File: config.mk
export PLATFORM = sky130hd
export DESIGN_NAME = dpm_pin_mux
export DESIGN_NICKNAME = d
export VERILOG_FILES = /design/src/dpm_pkg.sv /design/src/dpm_sync.sv /design/src/dpm_fifo.sv /design/src/dpm_pin_mux.sv
export SDC_FILE = /design/constraint.sdc
export NUM_CORES = 1
export LEC_CHECK = 0
export BUFFER_PORTS_ARGS = -buffer_cell sky130_fd_sc_hd__buf_4
export CELL_PAD_IN_SITES_DETAIL_PLACEMENT = 0
export CELL_PAD_IN_SITES_GLOBAL_PLACEMENT = 1
export CORE_MARGIN = 10
export CORE_UTILIZATION = 39
export CTS_CLUSTER_DIAMETER = 50
export DETAILED_ROUTE_END_ITERATION = 10
export GPL_TIMING_DRIVEN = 0
export HOLD_SLACK_MARGIN = 0.03
export PLACE_DENSITY_LB_ADDON = 0.1
export SLEW_MARGIN = 5
export SYNTH_ARGS = -nofsm -noshare
export SYNTH_HDL_FRONTEND = slang
export SYNTH_SLANG_ARGS = --single-unit
export TNS_END_PERCENT = 10
File: constraint.sdc
create_clock -name clock -period 9.25 [get_ports clock]
set_clock_uncertainty 0.15 [all_clocks]
set_input_delay 1.85 -clock clock [delete_from_list [all_inputs] [get_ports clock]]
set_output_delay 1.85 -clock clock [all_outputs]
set_load 0.02 [all_outputs]
File: src/dpm_pkg.sv
package dpm_pkg;
   // register map, byte addresses on the plain register port
   localparam int ADDR_W = 20;
   localparam logic [19:0] CTRL_ADDR = 20'h71400;
   localparam logic [19:0] SERIAL_ADDR = 20'h71404;
   localparam logic [19:0] CARD_ID_ADDR = 20'h71408;
   localparam logic [19:0] STATUS_ADDR = 20'h7140C;
   // control register fields
   localparam int C_EN = 0;
   localparam int C_EXTCLK = 1;
   localparam int C_HSA = 2;
   localparam int C_VSA = 3;
   localparam int C_HSB = 4;
   localparam int C_VSB = 5;
   localparam int C_CRTHS = 6;
   localparam int C_CRTVS = 7;
   localparam int C_CRTINT = 8;
   localparam logic [8:0] CTRL_RST = 9'h000;
   localparam logic [7:0] SERIAL_RST = 8'h00;
   // status register fields, line levels sit in bits 7:0
   localparam int ST_FLDA = 8;
   localparam int ST_FLDB = 9;
   localparam int ST_IRQN = 10;
   localparam int ST_CLKIN = 11;
   localparam int ST_DISP = 12;
   localparam int ST_EMPTY = 13;
   localparam int ST_LIVE = 14;
   // serial line order: 0..5 digital (5 sits on ad15), 6..7 analog
   localparam int L_SECDATA = 5;
   localparam logic [7:0] DIGITAL_LINES = 8'h3F;
   // synchronised input vector layout
   localparam int SYNC_W = 21;
   localparam int S_CLKIN = 0;
   localparam int S_FLDA = 1;
   localparam int S_IRQN = 2;
   localparam int S_FLDB = 3;
   localparam int S_LINE = 4;
   localparam int S_PAR = 12;
   localparam int S_SBA = 13;
   // pad codes: 0..31 address/data pins, 32..35 command/byte-enable pins
   localparam int PIN_W = 36;
   localparam logic [5:0] FIRST_MAP [12] = '{6'h03, 6'h02, 6'h05, 6'h04, 6'h07, 6'h06,
                                             6'h08, 6'h20, 6'h0A, 6'h09, 6'h0C, 6'h0B};
   localparam logic [5:0] SECOND_MAP [12] = '{6'h13, 6'h14, 6'h15, 6'h16, 6'h17, 6'h23,
                                              6'h19, 6'h18, 6'h1B, 6'h1A, 6'h1D, 6'h1C};
   localparam logic [5:0] P_HSA = 6'h00;
   localparam logic [5:0] P_VSA = 6'h01;
   localparam logic [5:0] P_BLA = 6'h21;
   localparam logic [5:0] P_HSB = 6'h11;
   localparam logic [5:0] P_VSB = 6'h10;
   localparam logic [5:0] P_BLB = 6'h12;
   localparam int P_CLKIN = 13;
   localparam int P_FLDA = 14;
   localparam int P_SECDATA = 15;
   localparam int P_IRQ = 30;
   localparam int P_FLDB = 31;
   localparam logic [31:0] GAD_OE_MASK = 32'h3FFF1FFF;
   localparam logic [3:0] CBE_OE_MASK = 4'hB;
   // internal pacing: last divider count, one less than the clock cycles per half period of the output clock
   localparam logic [1:0] PACE_LAST = 2'h1;
   localparam int FIFO_DEPTH = 16;
   typedef struct packed {
      logic [23:0] pixB;
      logic [23:0] pixA;
      logic hsB;
      logic vsB;
      logic blankNB;
      logic hsA;
      logic vsA;
      logic blankNA;
   } dpm_word_t;
   localparam dpm_word_t IDLE_WORD = '0;
   typedef enum logic [1:0] {
      CAP_WAIT0 = 2'h0,
      CAP_WAIT1 = 2'h1,
      CAP_WAIT2 = 2'h3,
      CAP_LIVE = 2'h2
   } dpm_cap_t;
endpackage

File: src/dpm_sync.sv
`timescale 1ns/1ps
// two-stage synchroniser; only the second stage is visible
module dpm_sync #(
   parameter int W = 1
) (
   input wire logic clock,
   input wire logic resetn,
   input wire logic ce,
   input wire logic [W-1:0] d,
   output logic [W-1:0] q
);
   logic [W-1:0] meta_r;

   always_ff @(posedge clock or negedge resetn) begin
      if (!resetn) begin
         meta_r <= '0;
         q <= '0;
      end else if (ce) begin
         meta_r <= d;
         q <= meta_r;
      end
   end
endmodule

File: src/dpm_fifo.sv
`timescale 1ns/1ps
// word buffer with valid/ready on both sides
module dpm_fifo #(
   parameter int WIDTH = 8,
   parameter int DEPTH = 16
) (
   input wire logic clock,
   input wire logic resetn,
   input wire logic ce,
   input wire logic [WIDTH-1:0] inData,
   input wire logic inValid,
   output logic inReady,
   output logic [WIDTH-1:0] outData,
   output logic outValid,
   input wire logic outReady
);
   localparam int AW = $clog2(DEPTH);
   logic [WIDTH-1:0] mem [DEPTH];
   logic [AW:0] wrPtr_r;
   logic [AW:0] rdPtr_r;
   logic push;
   logic pop;

   // extra pointer bit tells full from empty
   assign outValid = wrPtr_r != rdPtr_r;
   assign inReady = wrPtr_r != {~rdPtr_r[AW], rdPtr_r[AW-1:0]};
   assign push = ce && inValid && inReady;
   assign pop = ce && outReady && outValid;
   assign outData = mem[rdPtr_r[AW-1:0]];

   always_ff @(posedge clock) begin
      if (push) begin
         mem[wrPtr_r[AW-1:0]] <= inData;
      end
   end

   always_ff @(posedge clock or negedge resetn) begin
      if (!resetn) begin
         wrPtr_r <= '0;
         rdPtr_r <= '0;
      end else begin
         if (push) begin
            wrPtr_r <= wrPtr_r + 1'b1;
         end
         if (pop) begin
            rdPtr_r <= rdPtr_r + 1'b1;
         end
      end
   end
endmodule

File: src/dpm_pin_mux.sv
// Our own choice: strobed register access.
`timescale 1ns/1ps
// Behaviour
// RULE1 - aux serial data and both display channel pairs float during reset
// RULE2 - parity pin strap picks graphics-bus or digital-display mode
// RULE3 - in display mode the identifier register holds the card identifier
// RULE4 - the eight sideband address straps are captured as the identifier
// RULE5 - first port pixel bits go to their fixed address/enable pins
// RULE6 - second port pixel bits go to their fixed address/enable pins
// RULE7 - port clock pairs on the strobes, syncs and blanks on fixed pins
// RULE8 - clock-in, irq and field/stall inputs and serial pairs on fixed pins
// RULE9 - aux serial pair is the serial bus toward the digital display
// RULE10 - display channel pairs serve primary and secondary connectors
// RULE11 - analog line sync has selectable polarity or sync-interval mode
// RULE12 - analog frame sync has selectable polarity
// RULE13 - analog channel clock and data are a two-wire open-drain link
// RULE14 - each port moves twelve bits on every output clock edge
// RULE15 - aux serial clock also floats during reset
// RULE16 - straps are sampled at reset release and held until next reset
// RULE17 - in graphics-bus mode no display signal drives a shared pin
module dpm_pin_mux (
   input wire logic clock,
   input wire logic resetn,
   input wire logic ce,
   input wire logic [19:0] addr,
   input wire logic [31:0] wrData,
   input wire logic wrStb,
   input wire logic rdStb,
   output logic [31:0] rdData,
   input wire dpm_pkg::dpm_word_t pixIn,
   input wire logic pixValid,
   output logic pixReady,
   input wire logic crtHsIn,
   input wire logic crtVsIn,
   output logic crtHsync,
   output logic crtVsync,
   input wire logic gparIn,
   input wire logic [7:0] sbaIn,
   input wire logic [31:0] gadIn,
   output logic [31:0] gadOut,
   output logic [31:0] gadOe,
   output logic [3:0] cbeOut,
   output logic [3:0] cbeOe,
   output logic [1:0] stbOut,
   output logic [1:0] stbNOut,
   output logic stbOe,
   input wire logic [6:0] serialIn,
   output logic [6:0] serialOut,
   output logic [6:0] serialOe,
   output logic busMode
);
   logic [dpm_pkg::SYNC_W-1:0] rawAsync;
   logic [dpm_pkg::SYNC_W-1:0] syncQ;
   dpm_pkg::dpm_cap_t capState_r;
   dpm_pkg::dpm_cap_t capState_nxt;
   logic dispMode_r;
   logic [7:0] cardId_r;
   logic live;
   logic display;
   logic [8:0] ctrl_r;
   logic [7:0] serial_r;
   logic [7:0] lineOe;
   logic [31:0] status;
   logic linkLvl_r;
   logic [1:0] divCnt_r;
   logic running;
   logic tick;
   logic phase_r;
   logic fifoValid;
   logic pop;
   dpm_pkg::dpm_word_t fifoWord;
   dpm_pkg::dpm_word_t newWord;
   dpm_pkg::dpm_word_t curWord;
   dpm_pkg::dpm_word_t word_r;
   logic [11:0] halfA;
   logic [11:0] halfB;
   logic [dpm_pkg::PIN_W-1:0] pinNxt;
   logic [31:0] gadOut_r;
   logic [3:0] cbeOut_r;
   logic stbClk_r;
   logic stbClkN_r;
   logic crtHs_r;
   logic crtVs_r;
   logic [31:0] rdData_r;

   // sync polarity: the word carries active-high syncs
   function automatic logic applyPol(input logic lvl, input logic inv);
      return lvl ^ inv;
   endfunction

   // every pin level from the far side is synchronised once, in one bank
   assign rawAsync = {sbaIn, gparIn, serialIn[6:5], gadIn[dpm_pkg::P_SECDATA],
                      serialIn[4:0], gadIn[dpm_pkg::P_FLDB], gadIn[dpm_pkg::P_IRQ],
                      gadIn[dpm_pkg::P_FLDA], gadIn[dpm_pkg::P_CLKIN]}; // RULE8

   dpm_sync #(
      .W(dpm_pkg::SYNC_W)
   ) syncIn (
      .clock(clock),
      .resetn(resetn),
      .ce(ce),
      .d(rawAsync),
      .q(syncQ)
   );

   // strap capture sequence: wait until the synchroniser holds real pin levels
   always_comb begin
      case (capState_r)
         dpm_pkg::CAP_WAIT0: capState_nxt = dpm_pkg::CAP_WAIT1;
         dpm_pkg::CAP_WAIT1: capState_nxt = dpm_pkg::CAP_WAIT2;
         dpm_pkg::CAP_WAIT2: capState_nxt = dpm_pkg::CAP_LIVE;
         dpm_pkg::CAP_LIVE: capState_nxt = dpm_pkg::CAP_LIVE;
         default: capState_nxt = dpm_pkg::CAP_WAIT0;
      endcase
   end

   always_ff @(posedge clock or negedge resetn) begin
      if (!resetn) begin
         capState_r <= dpm_pkg::CAP_WAIT0;
      end else if (ce) begin
         capState_r <= capState_nxt;
      end
   end

   // straps are taken once after release; later pin activity is bus traffic
   always_ff @(posedge clock or negedge resetn) begin
      if (!resetn) begin
         dispMode_r <= 1'b0;
         cardId_r <= 8'h00;
      end else if (ce && capState_r == dpm_pkg::CAP_WAIT2) begin // RULE16
         dispMode_r <= ~syncQ[dpm_pkg::S_PAR]; // RULE2
         cardId_r <= syncQ[dpm_pkg::S_SBA +: 8]; // RULE4
      end
   end

   assign live = capState_r == dpm_pkg::CAP_LIVE;
   assign display = live && dispMode_r;
   assign busMode = !display; // RULE17

   // software registers
   always_ff @(posedge clock or negedge resetn) begin
      if (!resetn) begin
         ctrl_r <= dpm_pkg::CTRL_RST;
         serial_r <= dpm_pkg::SERIAL_RST;
      end else if (ce && wrStb) begin
         if (addr == dpm_pkg::CTRL_ADDR) begin
            ctrl_r <= wrData[8:0];
         end
         if (addr == dpm_pkg::SERIAL_ADDR) begin
            serial_r <= wrData[7:0];
         end
      end
   end

   assign status = {17'h00000, live, !fifoValid, dispMode_r,
                    syncQ[dpm_pkg::S_CLKIN], syncQ[dpm_pkg::S_IRQN],
                    syncQ[dpm_pkg::S_FLDB], syncQ[dpm_pkg::S_FLDA],
                    syncQ[dpm_pkg::S_LINE +: 8]};

   // read data stands only in the cycle after the strobe; unmapped reads zero
   always_ff @(posedge clock or negedge resetn) begin
      if (!resetn) begin
         rdData_r <= 32'h00000000;
      end else if (ce) begin
         rdData_r <= 32'h00000000;
         if (rdStb) begin
            case (addr)
               dpm_pkg::CTRL_ADDR: rdData_r <= {23'h000000, ctrl_r};
               dpm_pkg::SERIAL_ADDR: rdData_r <= {24'h000000, serial_r};
               dpm_pkg::CARD_ID_ADDR: rdData_r <= {24'h000000,
                                                   display ? cardId_r : 8'h00}; // RULE3
               dpm_pkg::STATUS_ADDR: rdData_r <= status;
               default: rdData_r <= 32'h00000000;
            endcase
         end
      end
   end
   assign rdData = rdData_r;

   // open-drain lines: pin only ever pulled low, floats under reset
   // digital lines share bus pins, so they are released outside display mode
   assign lineOe = serial_r & (display ? 8'hFF : ~dpm_pkg::DIGITAL_LINES)
                   & {8{resetn}}; // RULE1 RULE15 RULE9 RULE10 RULE13
   assign serialOe = {lineOe[7:6], lineOe[4:0]};
   assign serialOut = 7'h00;

   // pacing: internal divider, or both edges of the far side's clock-in
   always_ff @(posedge clock or negedge resetn) begin
      if (!resetn) begin
         linkLvl_r <= 1'b0;
         divCnt_r <= 2'h0;
      end else if (ce) begin
         linkLvl_r <= syncQ[dpm_pkg::S_CLKIN];
         divCnt_r <= (divCnt_r == dpm_pkg::PACE_LAST) ? 2'h0 : divCnt_r + 2'h1;
      end
   end

   assign running = display && ctrl_r[dpm_pkg::C_EN];
   assign tick = ce && running && (ctrl_r[dpm_pkg::C_EXTCLK] ?
                 (syncQ[dpm_pkg::S_CLKIN] != linkLvl_r) :
                 (divCnt_r == dpm_pkg::PACE_LAST));

   // a word is popped at the start of each output clock period only, so a
   // slow link backs up into the buffer and then into pixReady
   assign pop = tick && !phase_r && fifoValid;

   dpm_fifo #(
      .WIDTH($bits(dpm_pkg::dpm_word_t)),
      .DEPTH(dpm_pkg::FIFO_DEPTH)
   ) pixBuf (
      .clock(clock),
      .resetn(resetn),
      .ce(ce),
      .inData(pixIn),
      .inValid(pixValid),
      .inReady(pixReady),
      .outData(fifoWord),
      .outValid(fifoValid),
      .outReady(pop)
   );

   // an empty buffer sends an idle word rather than stalling the clock
   assign newWord = fifoValid ? fifoWord : dpm_pkg::IDLE_WORD;
   assign curWord = phase_r ? word_r : newWord;
   assign halfA = phase_r ? word_r.pixA[23:12] : newWord.pixA[11:0]; // RULE14
   assign halfB = phase_r ? word_r.pixB[23:12] : newWord.pixB[11:0]; // RULE14

   always_ff @(posedge clock or negedge resetn) begin
      if (!resetn) begin
         phase_r <= 1'b0;
         word_r <= dpm_pkg::IDLE_WORD;
         stbClk_r <= 1'b0;
         stbClkN_r <= 1'b1;
      end else if (tick) begin
         phase_r <= !phase_r;
         stbClk_r <= !phase_r; // RULE14
         stbClkN_r <= phase_r; // RULE7
         if (!phase_r) begin
            word_r <= newWord;
         end
      end
   end

   // scatter both ports onto pad codes
   always_comb begin
      pinNxt = '0;
      for (int i = 0; i < 12; i++) begin
         pinNxt[dpm_pkg::FIRST_MAP[i]] = halfA[i]; // RULE5
         pinNxt[dpm_pkg::SECOND_MAP[i]] = halfB[i]; // RULE6
      end
      pinNxt[dpm_pkg::P_HSA] = applyPol(curWord.hsA, ctrl_r[dpm_pkg::C_HSA]); // RULE7
      pinNxt[dpm_pkg::P_VSA] = applyPol(curWord.vsA, ctrl_r[dpm_pkg::C_VSA]); // RULE7
      pinNxt[dpm_pkg::P_BLA] = curWord.blankNA; // RULE7
      pinNxt[dpm_pkg::P_HSB] = applyPol(curWord.hsB, ctrl_r[dpm_pkg::C_HSB]); // RULE7
      pinNxt[dpm_pkg::P_VSB] = applyPol(curWord.vsB, ctrl_r[dpm_pkg::C_VSB]); // RULE7
      pinNxt[dpm_pkg::P_BLB] = curWord.blankNB; // RULE7
   end

   always_ff @(posedge clock or negedge resetn) begin
      if (!resetn) begin
         gadOut_r <= 32'h00000000;
         cbeOut_r <= 4'h0;
      end else if (tick) begin
         gadOut_r <= pinNxt[31:0];
         cbeOut_r <= pinNxt[35:32];
      end
   end

   // output enables; inputs and the open-drain line never drive push-pull
   assign gadOut = gadOut_r;
   assign cbeOut = cbeOut_r;
   assign gadOe = (display ? dpm_pkg::GAD_OE_MASK : 32'h00000000)
                  | {16'h0000, lineOe[dpm_pkg::L_SECDATA], 15'h0000}; // RULE17 RULE8
   assign cbeOe = display ? dpm_pkg::CBE_OE_MASK : 4'h0; // RULE17
   assign stbOe = display; // RULE17
   assign stbOut = {2{stbClk_r}}; // RULE7
   assign stbNOut = {2{stbClkN_r}}; // RULE7

   // analog syncs, registered so polarity changes never glitch the pins
   always_ff @(posedge clock or negedge resetn) begin
      if (!resetn) begin
         crtHs_r <= 1'b0;
         crtVs_r <= 1'b0;
      end else if (ce) begin
         crtHs_r <= applyPol(ctrl_r[dpm_pkg::C_CRTINT] ? (crtHsIn | crtVsIn) : crtHsIn,
                             ctrl_r[dpm_pkg::C_CRTHS]); // RULE11
         crtVs_r <= applyPol(crtVsIn, ctrl_r[dpm_pkg::C_CRTVS]); // RULE12
      end
   end
   assign crtHsync = crtHs_r;
   assign crtVsync = crtVs_r;
endmodule

==> results of run 1 <==
[per-layer routing]
metal  vias up  share of wire  wire length, um
li1       8679              -                -
met1     10900           0.42            47000
met2       674           0.49            54900
met3       134          0.066             7400
met4         4          0.018             2030
met5         -        0.00014               16
[cell families after synthesis]
kind of cell,count (synthesis),synth area share
and+or+nand+nor,170,0.0205
xor gates and xnor gates,18,0.00392
other,1,0.0000932
DFF,1024,0.744
buffers and inverters,197,0.0307
adders and majority gates,5,0.00155
muxes,396,0.177
AOI/OAI and AO/OA,112,0.0221
[flip-flops by register name (all words and copies together) (netlist names)]
register        cells
crtVsync            1
word_r             28
gadOut             27
divCnt_r            2
stbClk_r            1
ctrl_r              9
capState_r          2
pixBuf.mem        864
crtHsync            1
syncIn.q           21
serial_r            8
cardId_r            8
rdData             15
cbeOut              3
stbClkN_r           1
dispMode_r          1
linkLvl_r           1
syncIn.meta_r      21
pixBuf.wrPtr_r      5
pixBuf.rdPtr_r      5
[where the power goes]
group,internal [mW],switching [mW]
registers,5.25,0.0659
logic,0.295,0.493
clock network,2.84,1.89
total,8.39,2.45
[cell usage in the layout (no fill, tap or decap), types with 18 or more instances in the layout]
cell       instances
mux2_2            74
clkbuf_16        121
dfrtp_1          159
edfxtp_1         864
buf_2             25
mux2i_1           82
nand2_1           37
buf_6             30
mux4_2           224
buf_12            31
clkinv_2          23
o21ai_0           24
a32o_1            26
a221oi_1          22
nor2_1            58
clkbuf_1          62
buf_4            297
inv_1             18
conb_1            35
[stage by stage]
stage	power, mW	TNS (ns)	setup WS (ns)
6_report	10.8	0	4.01
5_1_grt	11.2	0	3.81
4_1_cts	11.0	0	3.94
3_5_place_dp	6.21	0	3.65
3_3_place_gp	6.14	-1304.61	-4.35
2_1_floorplan	5.78	0	2.13
[worst paths after layout]
| kind | startpoint | to | slack [ns] | cells past startpoint |
|---|---|---|---|---|
| min reg2reg | syncIn.q[12] | dispMode_r | 0.32 | 1 |
| max in group asynchronous | resetn | word_r[22] | 6.97 | 2 |
| max | resetn | serialOe[4] | 4.01 | 4 |
| min in group asynchronous | resetn | rdData[9] | 1.02 | 1 |
| min | syncIn.q[12] | dispMode_r | 0.32 | 1 |
| max reg2reg | pixBuf.rdPtr_r[1] | pixBuf.mem[2][35] | 5.24 | 9 |
[layout make-up]
type / instances / area share
Antenna cell: 2 / 0.000103
Buffer: 178 / 0.0239
Tap cell: 1368 / 0.0351
Multi-Input combinational cell: 736 / 0.190
Inverter: 19 / 0.00151
Clock buffer: 143 / 0.0643
Timing Repair Buffer: 272 / 0.0537
Clock inverter: 81 / 0.0177
Sequential cell: 1024 / 0.613
==> summary.txt, run 1 <==
Status
  • Status: complete, no violations

Final layout
  • Fillers: 8580
  • Area Growth Syn to Fin: 21.3%
  • Reg area: 30000 um2
  • Layout cell share with drive strength beyond 1: 0.368
  • Multi-input gate area: just over 9000 um2
  • Final core occ: 0.478
  • Non-filler cells, final: 3823
  • Nets: approximately 2500
  • Post-route cell area: 48800 um2

Setup path
  • CP delay by family, top: buffers and inverters
  • Slowest stage delay, CP: ~0.47 ns
  • WP data arrival: 3.24 ns
  • Worst path cell trace: buf_8 -> buf_16 -> and3_1 -> buf_4
  • Slowest cell on crit path: buf_8
  • Setup CP Type: input port to output port
  • Critical path peak fanout: 86
  • Req. time, crit path: around 7.3 ns
  • Buf/Inv on CP: 3
  • Endpoint class of the critical path: output port
  • Setup crit start kind: input port

Clocking
  • Clock Sinks: 1024
  • H-tree depth: 3
  • CTS resizes: 0
  • CTS buffer count: 120
  • TritonCTS clock tree: built
  • Worst-Skew Late Latency: roughly 0.7 ns
  • Clock slew at reported path FFs: 0.06 ns
  • Root buf cell: clkbuf_16
  • Max Root-Sink Buffers: 3
  • Hold_buf cts: 0
  • Post-CTS Setup Bufs: 0

GRT
  • Met2 usage: 0.316
  • Met1 Use GR: 0.249
  • GR peak layer: met2
  • Grt total ovfl: 0
  • First-pass GRT wire length: 158 mm
  • Number of global-route vias before repair: around 21000
  • Initial antenna violation count: 4
  • All-Layer GR Usage: 0.189
  • Pin count of the biggest net entering global routing: between 80 and 90
  • Met3 GRT Util: 0.0453

Detailed routing
  • DRT Pass-1 Iters: 5
  • Drt via density: 5.33
  • Total wire length: 111 mm
  • Post-DRT Antenna Nets: 0
  • DRC viols: 0
  • Initial drt markers: 1697
  • WL/cell: 29.1 um
  • Via count: 20400

Pwr
  • Peak supply drop: around 0.18 mV
  • Leakage: 16.6 nW
  • Power per cell area: 222 nW/um2

Floorplanning
  • Die footprint: 116000 um2
  • Die width: 341 um
  • Die height: 341 um
  • Core box area: 102000 um2
  • Starting Density: 0.394
  • Site row count: 117
  • # IOs: 289

Synth
  • Mapped cell area: slightly above 40000 um2
  • Post-synth EDFFs: 864
  • Synth Register Bits: approximately 1000
  • Top-count cell post-synth: edfxtp_1
  • Commonest cells in the netlist: edfxtp_1, mux4_2, dfrtp_1
  • Biggest area consumer among synthesized cells: edfxtp_1
  • Yosys cell types: 54
  • Seq/Total Area, Yosys: 0.744
  • Synth async-reset ratio: 0.156
  • Dominant cells by area after synthesis: edfxtp_1, mux4_2, dfrtp_1, mux2_2, mux2i_1
  • Synthesized instance count: 1923
  • Syn_area_per_cell: 20.9 um2
  • Prevailing post-synth register cell: edfxtp_1
  • YS warnings: 0
  • Synth top area share: 0.645

Placement
  • Placed cells: 3597
  • Port Buffers: 202
  • DP HPWL: 75.3 mm
  • DP Area: between 40000 and 50000 um2
  • Routability cong.: 0.789

Timing
  • Final hold violations: 0
  • Relative slew slack: 0.160
  • Fmax achieved: 191 MHz
  • Period utilization: 0.567
  • Unrepaired setup endpoints after global routing: false
  • Worst-margin pin slew: 1.25 ns
  • Worst hold margin: ~0.32 ns
  • # setup viols final: 0
  • Post-layout min period: 5.24 ns
  • Max Slew Vio Count: 0

Flow run
  • Max-Cap Viols: 0

Hold path
  • HP Class: flip-flop to flip-flop
Power figures use the tool's default switching activity.
==> run 2: changes to the inputs <==
- clock period: 9.25 -> 4.8 ns (I/O delays scaled with it)
==> summary.txt, run 2 (synthesis results as in run 1) <==
Placement
  • Routability cong.: 0.775
  • DP HPWL: around 75 mm
  • Port Buffers: between 200 and 250
  • DP Area: ~45000 um2

GRT
  • All-Layer GR Usage: 0.189
  • Grt total ovfl: 0
  • First-pass GRT wire length: 157 mm
  • Pin count of the biggest net entering global routing: 97
  • Number of global-route vias before repair: roughly 21000
  • Initial antenna violation count: 2

Final layout
  • Commonest non-fill, non-tap cells in the layout: edfxtp_1, buf_4, mux4_2
  • Post-route cell area: 49100 um2
  • Nets: 2524
  • Layout cell share with drive strength beyond 1: 0.369
  • Fillers: about 8600
  • Reg area: 30000 um2
  • Area Growth Syn to Fin: 22.1%
  • Commonest non-fill, non-tap cell in the layout: edfxtp_1
  • Number of flip-flops in the largest register: between 800 and 900
  • Multi-input gate area: 9290 um2
  • Final core occ: 0.481

Clocking
  • Worst-Skew Late Latency: about 0.7 ns
  • Root buf cell: clkbuf_16
  • Post-CTS Setup Bufs: 0
  • Hold_buf cts: 0
  • Clock slew at reported path FFs: approximately 0.060 ns
  • Max Root-Sink Buffers: 3
  • CTS buffer count: 130
  • H-tree depth: 4
  • Clock Sinks: 1024
  • TritonCTS clock tree: built
  • CTS resizes: 0

Timing
  • Unrepaired setup endpoints after global routing: false
  • Worst-margin pin slew: 1.25 ns
  • Final hold violations: 0
  • Post-layout min period: 3.93 ns
  • Period utilization: 0.820
  • Fmax achieved: 254 MHz
  • Max Slew Vio Count: 0
  • Relative slew slack: 0.169
  • # setup viols final: 0

Pwr
  • Power per cell area: 432 nW/um2
  • Seq pwr share: 0.483
  • Clock share of power: 0.446
  • Switching power: 4.73 mW
  • Peak supply drop: 0.303 mV
  • P_int: 16.5 mW
  • Power, Total: 21.2 mW
  • Logic pwr share: 0.072
  • Leakage: 16.7 nW
  • Switch share: 0.223

Setup path
  • Worst reg-to-reg path cell count: 10
  • Crit. Startpoint: pixBuf.rdPtr_r[1]
  • Setup crit start kind: flip-flop
  • Endpoint class of the critical path: flip-flop
  • Reg2reg start: pixBuf.rdPtr_r[1]
  • WP data arrival: around 4.2 ns
  • Setup CP Type: flip-flop to flip-flop
  • Req. time, crit path: 5.04 ns
  • Worst flop-to-flop path endpoint: pixBuf.mem[0][16]
  • R2R Setup Slk: around 0.87 ns
  • Critical path peak fanout: 10

Detailed routing
  • Post-DRT Antenna Nets: 0
  • Total wire length: around 110 mm
  • DRC viols: 0
  • WL/cell: 28.9 um
  • Initial drt markers: 1917
  • Via count: 20500
  • Drt via density: 5.36
  • DRT Pass-1 Iters: 6

Floorplanning
  • Die footprint: 116000 um2
  • # IOs: 289
  • Die height: 341 um
  • Site row count: 117
  • Die width: roughly 340 um
  • Core box area: around 100000 um2
  • Starting Density: 0.394

Flow run
  • Max-Cap Viols: 0

Status
  • Status: complete, no violations

Hold path
  • HP Class: input port to async pin
## run 2: layout make-up
class	instances	share of cell area
Clock buffer	163	0.0734
Sequential cell	1024	0.610
Clock inverter	67	0.0131
Buffer	178	0.0237
Tap cell	1368	0.0348
Antenna cell	2	0.000102
Inverter	19	0.00150
Timing Repair Buffer	268	0.0545
Multi-Input combinational cell	736	0.189
## run 2: stage by stage
step                      std cells  setup WS, ns  hold WS [ns]  setup TNS [ns]
final                          3825         0.866         0.136               0
after CTS                      3823         0.818         0.141               0
after global placement         3527         -7.98         0.313        -4013.80
after global routing           3823         0.590         0.170               0
after floorplan                1957         -1.41         0.286         -227.66
after detailed placement       3593         0.205         0.317               0
## run 2: power groups by stage
| stage | registers, mW | clock network, mW | logic [mW] |
|---|---|---|---|
| 4_1_cts | 10.2 | 9.67 | 1.55 |
| 6_report | 10.2 | 9.47 | 1.52 |
| 3_3_place_gp | 10.5 | 0 | 1.32 |
| 2_1_floorplan | 10.4 | 0 | 0.720 |
| 5_1_grt | 10.3 | 10.1 | 1.63 |
| 3_5_place_dp | 10.4 | 0 | 1.55 |
## run 2: routing by layer
layer / track usage / wire, um / vias up
met5: 0 / 13 / -
met4: 0.0426 / 1770 / 2
met3: 0.0395 / 6930 / 131
met2: 0.316 / 54800 / 636
met1: 0.252 / 47100 / 11000
li1: - / - / 8703
## run 2: how the worst max path moves through the flow
stage / to / slack, ns
finish: pixBuf.mem[0][16] / 0.87
floorplan: pixBuf.mem[0][0] / -1.41
detailed placement: pixBuf.mem[0][10] / 0.20
CTS: pixBuf.mem[0][16] / 0.82
global route: pixBuf.mem[0][16] / 0.59
global placement: pixBuf.mem[2][20] / -7.98
## run 2: critical path: stages (launching register included)
cell,delay [ns]
dfrtp_1,0.34
buf_2,0.33
xor2_1,0.21
nor4_2,0.10
a21oi_1,0.57
nand2_1,0.38
nor3_2,0.73
buf_6,0.28
buf_6,0.17
buf_6,0.15
buf_6,0.18
